`src/shared/spm_pkg.sv`:
```
`default_nettype none
package spm_pkg;
    // **********************************************
    // word and buffer shape
    // **********************************************
    localparam int WORD_W     = 16;
    localparam int FIFO_DEPTH = 16;
    localparam int DIV_W      = 7;
    localparam int HALF_W     = 7;
    localparam int CNT_W      = 6;
    localparam int BIT_W      = 4;

    // **********************************************
    // serial clock divider
    // **********************************************
    localparam logic [7:0]       DIV_MIN       = 8'h04;
    localparam logic [DIV_W-1:0] FIELD_DIV_MIN = 7'h03;
    localparam logic [BIT_W-1:0] LAST_BIT      = 4'hf;

    // **********************************************
    // reset values
    // **********************************************
    localparam logic [WORD_W-1:0] WORD_RST   = 16'h0000;
    localparam logic [CNT_W-1:0]  CNT_RST    = 6'h00;
    localparam logic [HALF_W-1:0] HALF_RST   = 7'h02;
    localparam logic              SEL_B_RST  = 1'b1;

    typedef enum logic [1:0] {
        SPM_IDLE,
        SPM_LEAD,
        SPM_SHIFT
    } spm_state_e;

    // divide value: field plus one, or four for the smallest settings
    function automatic logic [7:0] spm_div_value(input logic [DIV_W-1:0] field);
        logic [7:0] d;
        d = {1'b0, field} + 8'h01;
        if (field < FIELD_DIV_MIN) begin
            d = DIV_MIN;
        end
        return d;
    endfunction
endpackage
`default_nettype wire

```
`src/shared/spm_stream_if.sv`:
```
`timescale 1ns/100ps
`default_nettype none
interface spm_stream_if;
    import spm_pkg::*;
    logic              valid;
    logic              ready;
    logic [WORD_W-1:0] data;

    modport src (output valid, output data, input ready);
    modport snk (input valid, input data, output ready);
endinterface
`default_nettype wire

```
`src/logic/spm_master.sv`:
```
//Operation
//- serial clock period is peripheral clock over field plus one, or four
//- even divide or field 0/2: period 4 to 128 cycles, equal phases
//- odd divide, field above 3: period 5 to 127 cycles
//- odd divide: first phase half cycle short, second half cycle long
//- controller-select bit makes the unit bus master driving the clock
//- clock phase bit picks no-delay or half-cycle-advanced data scheme
//- polarity bit sets idle level and inverts every edge relation
//- phase 0: launch outgoing bit on rising edge, hold past falling
//- phase 0: sample incoming bit on falling edge
//- phase 1: place outgoing bit half period before rising edge
//- phase 1: sample incoming bit on rising edge
//- select asserted at least half period before first clock edge
//- select released half period after last sampling edge
//- select stays asserted between back-to-back words
`timescale 1ns/100ps
`default_nettype none
module spm_master
    import spm_pkg::*;
(
    input  wire logic              clk,
    input  wire logic              rst_b,
    input  wire logic              clk_en,
    input  wire logic              controller_select,
    input  wire logic              clock_phase,
    input  wire logic              clock_polarity,
    input  wire logic [DIV_W-1:0]  baud_divider_field,
    input  wire logic              tx_valid,
    output var  logic              tx_ready,
    input  wire logic [WORD_W-1:0] tx_data,
    output var  logic              rx_valid,
    output var  logic [WORD_W-1:0] rx_data,
    output var  logic              busy,
    output var  logic              serial_clock_pin,
    output var  logic              serial_clock_oe,
    output var  logic              controller_out_data_pin,
    input  wire logic              controller_in_data_pin,
    output var  logic              slave_select_pin_b
);
    typedef struct packed {
        spm_state_e        st;
        logic              cpha;
        logic              cpol;
        logic [HALF_W-1:0] h1;
        logic [HALF_W-1:0] h2;
        logic [CNT_W-1:0]  cnt;
        logic              half;
        logic [BIT_W-1:0]  bit_cnt;
        logic [WORD_W-1:0] tx_sh;
        logic [WORD_W-1:0] rx_sh;
        logic              sclk;
        logic              sclk_oe;
        logic              mosi;
        logic              sel_b;
        logic              rx_valid;
        logic [WORD_W-1:0] rx_data;
        logic              busy;
    } spm_master_s;

    spm_master_s  s;
    spm_master_s  next_s;
    spm_stream_if txq ();
    logic         take;
    logic [7:0]   div;
    logic [7:0]   h1_full;

    // **********************************************
    // transmit queue
    // **********************************************
    spm_fifo #(
        .W     (WORD_W),
        .DEPTH (FIFO_DEPTH)
    ) u_txq (
        .clk      (clk),
        .rst_b    (rst_b),
        .clk_en   (clk_en),
        .in_valid (tx_valid),
        .in_ready (tx_ready),
        .in_data  (tx_data),
        .out      (txq.src)
    );

    assign txq.ready = take;

    // **********************************************
    // clock generation and framing
    // **********************************************
    always_comb begin
        next_s          = s;
        next_s.rx_valid = 1'b0;
        take            = 1'b0;
        div             = spm_div_value(baud_divider_field);
        h1_full         = {1'b0, div[7:1]};
        if (!controller_select) begin
            // slave side is not built here: park the pins
            next_s.st      = SPM_IDLE;
            next_s.sclk    = clock_polarity;
            next_s.sclk_oe = 1'b0;
            next_s.sel_b   = 1'b1;
            next_s.busy    = 1'b0;
        end else begin
            next_s.sclk_oe = 1'b1;
            case (s.st)
                SPM_IDLE: begin
                    next_s.sclk  = clock_polarity;
                    next_s.sel_b = 1'b1;
                    if (txq.valid) begin
                        take           = 1'b1;
                        next_s.cpha    = clock_phase;
                        next_s.cpol    = clock_polarity;
                        next_s.h1      = h1_full[HALF_W-1:0];
                        next_s.h2      = HALF_W'(div - h1_full);
                        next_s.cnt     = CNT_W'(HALF_W'(div - h1_full) - 1'b1);
                        next_s.sel_b   = 1'b0;
                        next_s.busy    = 1'b1;
                        next_s.bit_cnt = '0;
                        next_s.st      = SPM_LEAD;
                        if (clock_phase) begin
                            next_s.mosi  = txq.data[WORD_W-1];
                            next_s.tx_sh = {txq.data[WORD_W-2:0], 1'b0};
                        end else begin
                            next_s.tx_sh = txq.data;
                        end
                    end
                end
                SPM_LEAD: begin
                    if (s.cnt == '0) begin
                        // lead lasts the second half, never less than half a period
                        next_s.st   = SPM_SHIFT;
                        next_s.half = 1'b0;
                        next_s.cnt  = CNT_W'(s.h1 - 1'b1);
                        next_s.sclk = ~s.cpol;
                        if (!s.cpha) begin
                            next_s.mosi  = s.tx_sh[WORD_W-1];
                            next_s.tx_sh = {s.tx_sh[WORD_W-2:0], 1'b0};
                        end else begin
                            next_s.rx_sh = {s.rx_sh[WORD_W-2:0], controller_in_data_pin};
                        end
                    end else begin
                        next_s.cnt = CNT_W'(s.cnt - 1'b1);
                    end
                end
                SPM_SHIFT: begin
                    if (s.cnt != '0) begin
                        next_s.cnt = CNT_W'(s.cnt - 1'b1);
                    end else if (!s.half) begin
                        // end of first phase: trailing edge
                        next_s.sclk = s.cpol;
                        if (s.cpha && s.bit_cnt == LAST_BIT) begin
                            // phase 1 word ends half a period after its rising sample
                            if (txq.valid) begin
                                take           = 1'b1;
                                // wraps to zero at the new word's first rising sample
                                next_s.bit_cnt = LAST_BIT;
                                next_s.half    = 1'b1;
                                next_s.cnt     = CNT_W'(s.h2 - 1'b1);
                                next_s.mosi    = txq.data[WORD_W-1];
                                next_s.tx_sh   = {txq.data[WORD_W-2:0], 1'b0};
                            end else begin
                                next_s.st    = SPM_IDLE;
                                next_s.sel_b = 1'b1;
                                next_s.busy  = 1'b0;
                            end
                        end else begin
                            next_s.half = 1'b1;
                            next_s.cnt  = CNT_W'(s.h2 - 1'b1);
                            if (s.cpha) begin
                                next_s.mosi  = s.tx_sh[WORD_W-1];
                                next_s.tx_sh = {s.tx_sh[WORD_W-2:0], 1'b0};
                            end else begin
                                next_s.rx_sh = {s.rx_sh[WORD_W-2:0], controller_in_data_pin};
                                if (s.bit_cnt == LAST_BIT) begin
                                    next_s.rx_valid = 1'b1;
                                    next_s.rx_data  = {s.rx_sh[WORD_W-2:0],
                                                       controller_in_data_pin};
                                end
                            end
                        end
                    end else begin
                        // end of second phase: leading edge of next bit
                        if (s.bit_cnt == LAST_BIT && !s.cpha) begin
                            // phase 0 only gets here: word ends, or leads into a queued word
                            if (txq.valid) begin
                                take           = 1'b1;
                                next_s.bit_cnt = '0;
                                next_s.half    = 1'b0;
                                next_s.cnt     = CNT_W'(s.h1 - 1'b1);
                                next_s.sclk    = ~s.cpol;
                                next_s.mosi    = txq.data[WORD_W-1];
                                next_s.tx_sh   = {txq.data[WORD_W-2:0], 1'b0};
                            end else begin
                                next_s.st    = SPM_IDLE;
                                next_s.sel_b = 1'b1;
                                next_s.busy  = 1'b0;
                            end
                        end else begin
                            next_s.bit_cnt = BIT_W'(s.bit_cnt + 1'b1);
                            next_s.half    = 1'b0;
                            next_s.cnt     = CNT_W'(s.h1 - 1'b1);
                            next_s.sclk    = ~s.cpol;
                            if (!s.cpha) begin
                                next_s.mosi  = s.tx_sh[WORD_W-1];
                                next_s.tx_sh = {s.tx_sh[WORD_W-2:0], 1'b0};
                            end else begin
                                next_s.rx_sh = {s.rx_sh[WORD_W-2:0],
                                                controller_in_data_pin};
                                if (s.bit_cnt + 1'b1 == LAST_BIT) begin
                                    next_s.rx_valid = 1'b1;
                                    next_s.rx_data  = {s.rx_sh[WORD_W-2:0],
                                                       controller_in_data_pin};
                                end
                            end
                        end
                    end
                end
                default: begin
                    next_s.st = SPM_IDLE;
                end
            endcase
        end
    end

    always_ff @(posedge clk or negedge rst_b) begin
        if (!rst_b) begin
            s       <= '0;
            s.st    <= SPM_IDLE;
            s.h1    <= HALF_RST;
            s.h2    <= HALF_RST;
            s.cnt   <= CNT_RST;
            s.tx_sh <= WORD_RST;
            s.sel_b <= SEL_B_RST;
        end else if (clk_en) begin
            s <= next_s;
        end
    end

    // **********************************************
    // outputs, all from the state flops
    // **********************************************
    assign rx_valid                = s.rx_valid;
    assign rx_data                 = s.rx_data;
    assign busy                    = s.busy;
    assign serial_clock_pin        = s.sclk;
    assign serial_clock_oe         = s.sclk_oe;
    assign controller_out_data_pin = s.mosi;
    assign slave_select_pin_b      = s.sel_b;
endmodule
`default_nettype wire

```
`src/logic/spm_fifo.sv`:
```
`timescale 1ns/100ps
`default_nettype none
module spm_fifo
    import spm_pkg::*;
#(
    parameter int W     = WORD_W,
    parameter int DEPTH = FIFO_DEPTH
) (
    input  wire logic         clk,
    input  wire logic         rst_b,
    input  wire logic         clk_en,
    input  wire logic         in_valid,
    output var  logic         in_ready,
    input  wire logic [W-1:0] in_data,
    spm_stream_if.src         out
);
    localparam int AW = $clog2(DEPTH);

    typedef struct packed {
        logic [DEPTH-1:0][W-1:0] mem;
        logic [AW-1:0]           wr;
        logic [AW-1:0]           rd;
        logic [AW:0]             cnt;
        logic                    room;
        logic                    out_valid;
        logic [W-1:0]            out_data;
    } spm_fifo_s;

    spm_fifo_s s;
    spm_fifo_s next_s;
    logic      push;
    logic      load;
    logic      drain;

    // **********************************************
    // storage with a registered output stage
    // **********************************************
    always_comb begin
        next_s = s;
        push   = in_valid && s.room;
        drain  = s.out_valid && out.ready;
        load   = (s.cnt != '0) && (!s.out_valid || drain);
        if (push) begin
            next_s.mem[s.wr] = in_data;
            next_s.wr        = AW'(s.wr + 1'b1);
        end
        if (load) begin
            next_s.out_data  = s.mem[s.rd];
            next_s.out_valid = 1'b1;
            next_s.rd        = AW'(s.rd + 1'b1);
        end else if (drain) begin
            next_s.out_valid = 1'b0;
        end
        next_s.cnt  = (AW+1)'(s.cnt + {AW'(0), push} - {AW'(0), load});
        // room flag kept in a flop so the filling side sees a clean ready
        next_s.room = (next_s.cnt != (AW+1)'(DEPTH));
    end

    always_ff @(posedge clk or negedge rst_b) begin
        if (!rst_b) begin
            s      <= '0;
            s.room <= 1'b1;
        end else if (clk_en) begin
            s <= next_s;
        end
    end

    assign in_ready  = s.room;
    assign out.valid = s.out_valid;
    assign out.data  = s.out_data;
endmodule
`default_nettype wire

```
`config.mk`:
```
export PLATFORM = sky130hd
export DESIGN_NAME = spm_master
export DESIGN_NICKNAME = d
export VERILOG_FILES = /design/src/shared/spm_pkg.sv /design/src/shared/spm_stream_if.sv /design/src/logic/spm_master.sv /design/src/logic/spm_fifo.sv
export SDC_FILE = /design/constraint.sdc
export NUM_CORES = 1
export LEC_CHECK = 0
export ABC_AREA = 1
export BUFFER_PORTS_ARGS = -buffer_cell sky130_fd_sc_hd__buf_2
export CAP_MARGIN = 0
export CORE_UTILIZATION = 50
export CTS_CLUSTER_DIAMETER = 30
export DETAILED_ROUTE_END_ITERATION = 16
export HOLD_SLACK_MARGIN = 0.02
export PLACE_DENSITY_LB_ADDON = 0.08
export SLEW_MARGIN = 20
export SYNTH_ARGS = -nofsm -noshare
export SYNTH_HDL_FRONTEND = slang
export SYNTH_SLANG_ARGS = --single-unit
export TNS_END_PERCENT = 10
```
`constraint.sdc`:
```
create_clock -name clk -period 4.15 [get_ports clk]
set_clock_uncertainty 0.05 [all_clocks]
set_input_delay 0 -clock clk [delete_from_list [all_inputs] [get_ports clk]]
set_output_delay 0 -clock clk [all_outputs]
set_load 0.02 [all_outputs]
```
Word level (Yosys, flattened, before mapping)
Cells that the tools add are included.
- bits in registers: 370
- output and inout bits: 23
- $add $sub $neg: 11
- magnitude comparators: 4
- equal/unequal tests: 33
- muxes and demuxes: 83
- bitwise operators: 2
- reduce and logical (&&, ||, !) cells: 33
- operators with widths (cell ; number):
    $bwmux 256 ; 1
    $mux 16 ; 10
    $mux 17 ; 8
    $mux 27 ; 3
    $bmux 16 s4 ; 1
    $demux 16 s4 ; 1
    $mux 20 ; 3
    $pmux 16 s3 ; 1
    $mux 44 ; 1
    $mux 38 ; 1
    $mux 33 ; 1
    $pmux 16 s2 ; 1
    $mux 1 ; 27
    $mux 24 ; 1
    $reduce_and 8->1 ; 3
    $sub 6x1->6 const B ; 4
    $mux 2 ; 9
    $ne 3x3->1 const B ; 6
    $pmux 6 s3 ; 1
    $reduce_and 6->1 ; 3
    $ne 5x4->1 const B ; 3
    $reduce_and 5->1 ; 3
    $add 4x1->4 const B ; 3
    $mux 6 ; 2
    other kinds (39) ; 69

Depth between registers and ports, before layout
- word-level depth: 12
- mapped depth: 20
- mapped depth without buffers: 20

Hierarchy
A second synthesis with hierarchy kept.
- cells, all modules: 2606
- area total of the unflattened synthesis: 19817.8 µm²
- by module, submodules not included (module ; instances ; cells each ; area each (µm²)):
    spm_fifo ; 1 ; 1860 ; 14283.7
    spm_master ; 1 ; 746 ; 5534.1

Least setup slack after synthesis
No wires, ideal clock.
- path type: reg2reg
- start point: register s[55] (netlist bit)
- end point: register u_txq.s (netlist bit u_txq.in_ready)
- setup time: 0.101 ns
- arrival: 2.671 ns
- path slack: 1.329 ns
- stages on the path, launching flop included: 19
- buffers on the path: 0
- period minus slack after synthesis: 2.821 ns
- cell sequence: dfrtp_1 -> ha_1 -> nand2_1 -> nor2_1 -> nand2_1 -> nand2_2 -> nand2_2 -> o21ai_1 -> nand2_1 -> nand2_1 -> nand3_1 -> nand2_1 -> ha_1 -> fa_1 -> a21oi_1 -> nor2_1 -> nor2_1 -> xor2_1 -> a41oi_1
- longest elaborated chain between the ends: 12
- elaborated cells on any way between the ends: 14
- ends and longest elaborated chain (item ; RTL line ; text):
    from (decl) ; spm_master.sv:60 ; spm_master_s s;
    from (signal assigned) ; spm_master.sv:233 ; s <= next_s;
    $eq 4x4->1 (*) ; spm_master.sv:149, spm_master.sv:181 ;
    $logic_and 1x1->1, on equally long branches ; spm_master.sv:149, spm_master.sv:181 ;
    $mux 1, on equally long branches ; spm_master.sv:149, spm_master.sv:181 ;
    $mux 1 (*) ; spm_master.sv:146 ; end else if (!s.half) begin
    $mux 1 (*) ; spm_master.sv:144 ; if (s.cnt != '0) begin
    $pmux 1 s2 (*) ; spm_master.sv:103 ; case (s.st)
    $mux 1 (*) ; spm_master.sv:94 ; if (!controller_select) begin
    $logic_and 1x1->1 (*) ; spm_fifo.sv:41 ; drain = s.out_valid && out.ready;
    $logic_or 1x1->1 (*) ; spm_fifo.sv:42 ; load = (s.cnt != '0) && (!s.out_valid || drain);
    $logic_and 1x1->1 (*) ; spm_fifo.sv:42 ;
    $sub 5x1->5 (*) ; spm_fifo.sv:54 ; next_s.cnt = (AW+1)'(s.cnt + {AW'(0), push} - {AW'(0), load});
    $ne 5x5->1 (*) ; spm_fifo.sv:56 ; next_s.room = (next_s.cnt != (AW+1)'(DEPTH));
    to (signal assigned) ; spm_fifo.sv:64 ; s <= next_s;
    to (decl) ; spm_fifo.sv:29 ; spm_fifo_s s;
Every way passes the cells marked *; elsewhere a longest branch is shown, timed or not.
A chain may end at the register's enable or synchronous reset.

Worst setup path after layout
- start point: register s[54] (netlist bit)
- end point: register u_txq.s (netlist bit u_txq.in_ready)
Same word-level chain as after synthesis.

==> impl_metrics.tcl <==
set metrics [dict create \
    placed_cell_area_um2 19000 \
    clk_path_buf_depth 3 \
    post_cts_resized 0 \
    stdcell_area_um2 22700 \
    crit_top_cell "nand2_1" \
    grt_pass1_wl_mm 85.5 \
    p_leak_nw 10.5 \
    hold_violations 0 \
    startpoint_type "register" \
    synth_top_area_share_pct 49.0 \
    syn-num-nets 2361 \
    synth_ff_type "dfrtp_1" \
    status "finished clean" \
    syn_area_per_cell_um2 8.06 \
    rsz0062_at_grt "false" \
    insertion_delay_ps 620 \
    synth-edff-count 0 \
    root_buffer "clkbuf_16" \
    ios 54 \
    fillers 3152 \
    layoutNonFillerInstCount 2901 \
    ir_drop_v 0.000559 \
    use_met1_pct 39.5 \
    drtAntennaViolNets 0 \
    grt_pass1_vias 15700 \
    floorplan.initialDensity_pct 50.7 \
    crit_chain "ha_1 -> nand2_1 -> nor2_1 -> nand2_1 -> nand2_2 -> nand2_2 -> o21ai_1 -> nand2_1 -> nand2_1 -> nand3_1 -> nand2_1 -> ha_1 -> fa_1 -> a21oi_1 -> nor2_1 -> nor2_1 -> xor2_1 -> a41oi_1" \
    maxCapViolCount 0 \
    cts_tree "yes" \
    syn-cell-area_um2 18500 \
    critPathKind "register to register" \
    p_per_area_nw_per_um2 868 \
    slowest_delay_ps 440 \
    p_sw_mw 7.35 \
    tns_ps 0 \
    hold_depth 6 \
    hold_end "s[70]$_DFFE_PN0P_" \
    ys_warn_count 0 \
    top_usage_layer "met2" \
    clock_sinks 367 \
    syn_to_final_growth_pct 22.5 \
    cp_slowest_cell "fa_1" \
    finalCritPeriodShare_pct 83.1 \
    comb_power_share_pct 31.7 \
    place.gp.congestion 0.912 \
    coreArea_um2 36500 \
    use_met2_pct 45.1 \
    avgRoutedWirePerCell_um 18.2 \
    drtIter0Drc 1071 \
    die-height_um 195 \
    clock.fmax_mhz 290 \
    yosysSeqAreaShare_pct 49.6 \
    grt_max_degree 100 \
    synth_area_leaders "dfrtp_1 49%, o21ai_0 9.5%, nand2_1 8.5%" \
    viasPerCell 5.53 \
    setup_viol 0 \
    ys_seq_elements 367 \
    r2r_cells 18 \
    worstPathRequired_ps 4600 \
    swShare_pct 37.3 \
    hp-start "baud_divider_field[4]" \
    grt_use_total_pct 28.7 \
    rr_endpoint "u_txq.in_ready$_DFFE_PN1P_" \
    dpl.cell_count 2696 \
    rows 70 \
    yosysMostFrequentCell "nand2_1" \
    relSlewSlack_pct 34.9 \
    cts_post_setup_buffers_inserted 0 \
    hpwl_mm 30.6 \
    drv_slew 0 \
    yosys.area.top_type "dfrtp_1" \
    worst_slew_pin_slew_ps 977 \
    p_seq_share_pct 30.6 \
    layout.nets 2421 \
    wl_mm 52.7 \
    cts_inserted_buffers 90 \
    power.internal_mw 12.4 \
    hp-class "input pin to register" \
    endpoint_kind "register" \
    h-tree-depth 3 \
    multi_input_area_um2 7840 \
    post-route-min-period_ps 3450 \
    syn_inst 2300 \
    cp_max_fo 15 \
    route.vias.total 16000 \
    final_layout_size_suffix_gt1_share_pct 11.9 \
    dieArea_um2 37800 \
    ys_types 51 \
    ys_async_sr_fraction_pct 100 \
    gr-usage-met3_pct 4.34 \
    detail_route.first_pass.iterations 5 \
    rrSetupSlack_ps 700 \
    post-route-drc-count 0 \
    grt-ovfl-total 0 \
    antenna_found_initial 1 \
    regArea_um2 9190 \
    crit_arrival_ps 3900 \
    pwr-share-clk_pct 37.7 \
    r2r-start "s[54]$_DFFE_PN0P_" \
    numPortBuffers 53 \
    path_clk_slew_ps 40 \
    synth_common_cells "421 x nand2_1, 363 x dfrtp_1, 350 x o21ai_0, 247 x a21oi_1, 197 x nor2_1" \
    die_w_um 195 \
]
-- metal layers --
| layer | vias up | share of wire [%] |
|---|---|---|
| met5 | - | 0 |
| met2 | 484 | 46 |
| li1 | 7792 | - |
| met3 | 115 | 5.3 |
| met4 | 0 | 3.2 |
| met1 | 7657 | 45 |
-- registers in the layout, indices dropped and copies added (netlist names) --
signal                   count
s                           58
busy                         1
u_txq.in_ready               1
serial_clock_oe              1
slave_select_pin_b           1
u_txq.out.valid              1
rx_valid                     1
controller_out_data_pin      1
rx_data                     16
u_txq.s                    269
u_txq.out.data              16
serial_clock_pin             1
-- final cells by class --
type	instances	area share, %
antenna	1	0.0110
clock buffer	120	11.1
clock inverter	44	3.32
inverter	214	3.54
multi-input combinational	1556	34.5
sequential	367	40.5
tap	468	2.58
timing repair buffer	131	4.47
-- through the flow --
stage	setup WS [ps]	hold WS [ps]	utilization, %	power [mW]
2_1_floorplan	1330	-346	-	10.4
3_3_place_gp	806	44.8	52.1	12.0
3_5_place_dp	778	42.9	52.1	12.2
4_1_cts	751	40.3	62.2	19.8
5_1_grt	349	154	62.2	21.1
6_report	700	91.8	62.2	19.7
-- power groups by stage --
stage | logic, mW | clock network, mW | registers [mW]
finish | 6.25 | 7.42 | 6.04
floorplan | 4.71 | 0 | 5.68
detailed placement | 6.14 | 0 | 6.05
global placement | 6.03 | 0 | 6.01
global route | 7.13 | 7.71 | 6.22
CTS | 6.22 | 7.52 | 6.02
-- how the worst max path moves through the flow --
stage                     depth (start not counted)              start                         end  slack (ps)
after floorplan                                  18  s[55]$_DFFE_PN0P_  u_txq.in_ready$_DFFE_PN1P_        1330
after global placement                           18  s[55]$_DFFE_PN0P_  u_txq.in_ready$_DFFE_PN1P_         810
after detailed placement                         19  s[55]$_DFFE_PN0P_     u_txq.s[22]$_DFFE_PN0P_         780
after CTS                                        18  s[55]$_DFFE_PN0P_  u_txq.in_ready$_DFFE_PN1P_         750
after global routing                             19  s[55]$_DFFE_PN0P_  u_txq.in_ready$_DFFE_PN1P_         350
final                                            18  s[54]$_DFFE_PN0P_  u_txq.in_ready$_DFFE_PN1P_         700
-- critical path: cells and delay by family, from the launching register on --
kind                     cells  cell delay [ps]
AO/OA/AOI/OAI                3              420
XOR/XNOR                     1              200
adder cells (fa/ha/maj)      3              890
flip-flops                   1              390
AND/OR/NAND/NOR             11             1400
-- timing repair --
action / CTS / global route
endpoints found under the hold margin: 390 / 0
hold buffers: 40 / 0
endpoints found under the setup margin: 0 / 0
-- placed cells by master (no fill, tap or decap), drive strengths merged --
cell type / Yosys / layout
o21ai: 394 / 394
clkinvlp: 0 / 5
xnor2: 9 / 9
a21oi: 247 / 247
nand4: 10 / 10
a41oi: 1 / 1
dlygate4sd3: 0 / 39
o22ai: 17 / 17
o31ai: 1 / 1
or2: 4 / 4
o211ai: 39 / 39
nand2: 425 / 425
and3: 1 / 1
bufinv: 0 / 14
nand3b: 2 / 2
o21bai: 1 / 1
dfrtp: 363 / 363
a22o: 1 / 1
inv: 202 / 210
a31o: 1 / 1
diode: 0 / 1
buf: 74 / 92
ha: 28 / 28
mux2: 2 / 2
mux2i: 1 / 1
o21a: 1 / 1
clkinv: 12 / 29
xor2: 15 / 15
nor3: 13 / 13
dfstp: 4 / 4
nor4: 15 / 15
fa: 2 / 2
o2111ai: 1 / 1
a21o: 2 / 2
nand3: 101 / 101
nor2: 204 / 204
o221ai: 14 / 14
a211oi: 1 / 1
a31oi: 3 / 3
clkbuf: 89 / 120
-- cell families after synthesis --
logic type | synth area share [%]
flip-flops | 49.6
buffers and inverters | 8.29
adder cells (fa/ha/maj) | 2.11
XOR/XNOR | 1.13
multiplexers | 0.176
AO/OA/AOI/OAI | 20.7
AND/OR/NAND/NOR | 18.0
Note: power is estimated with default switching activity, not from simulation.
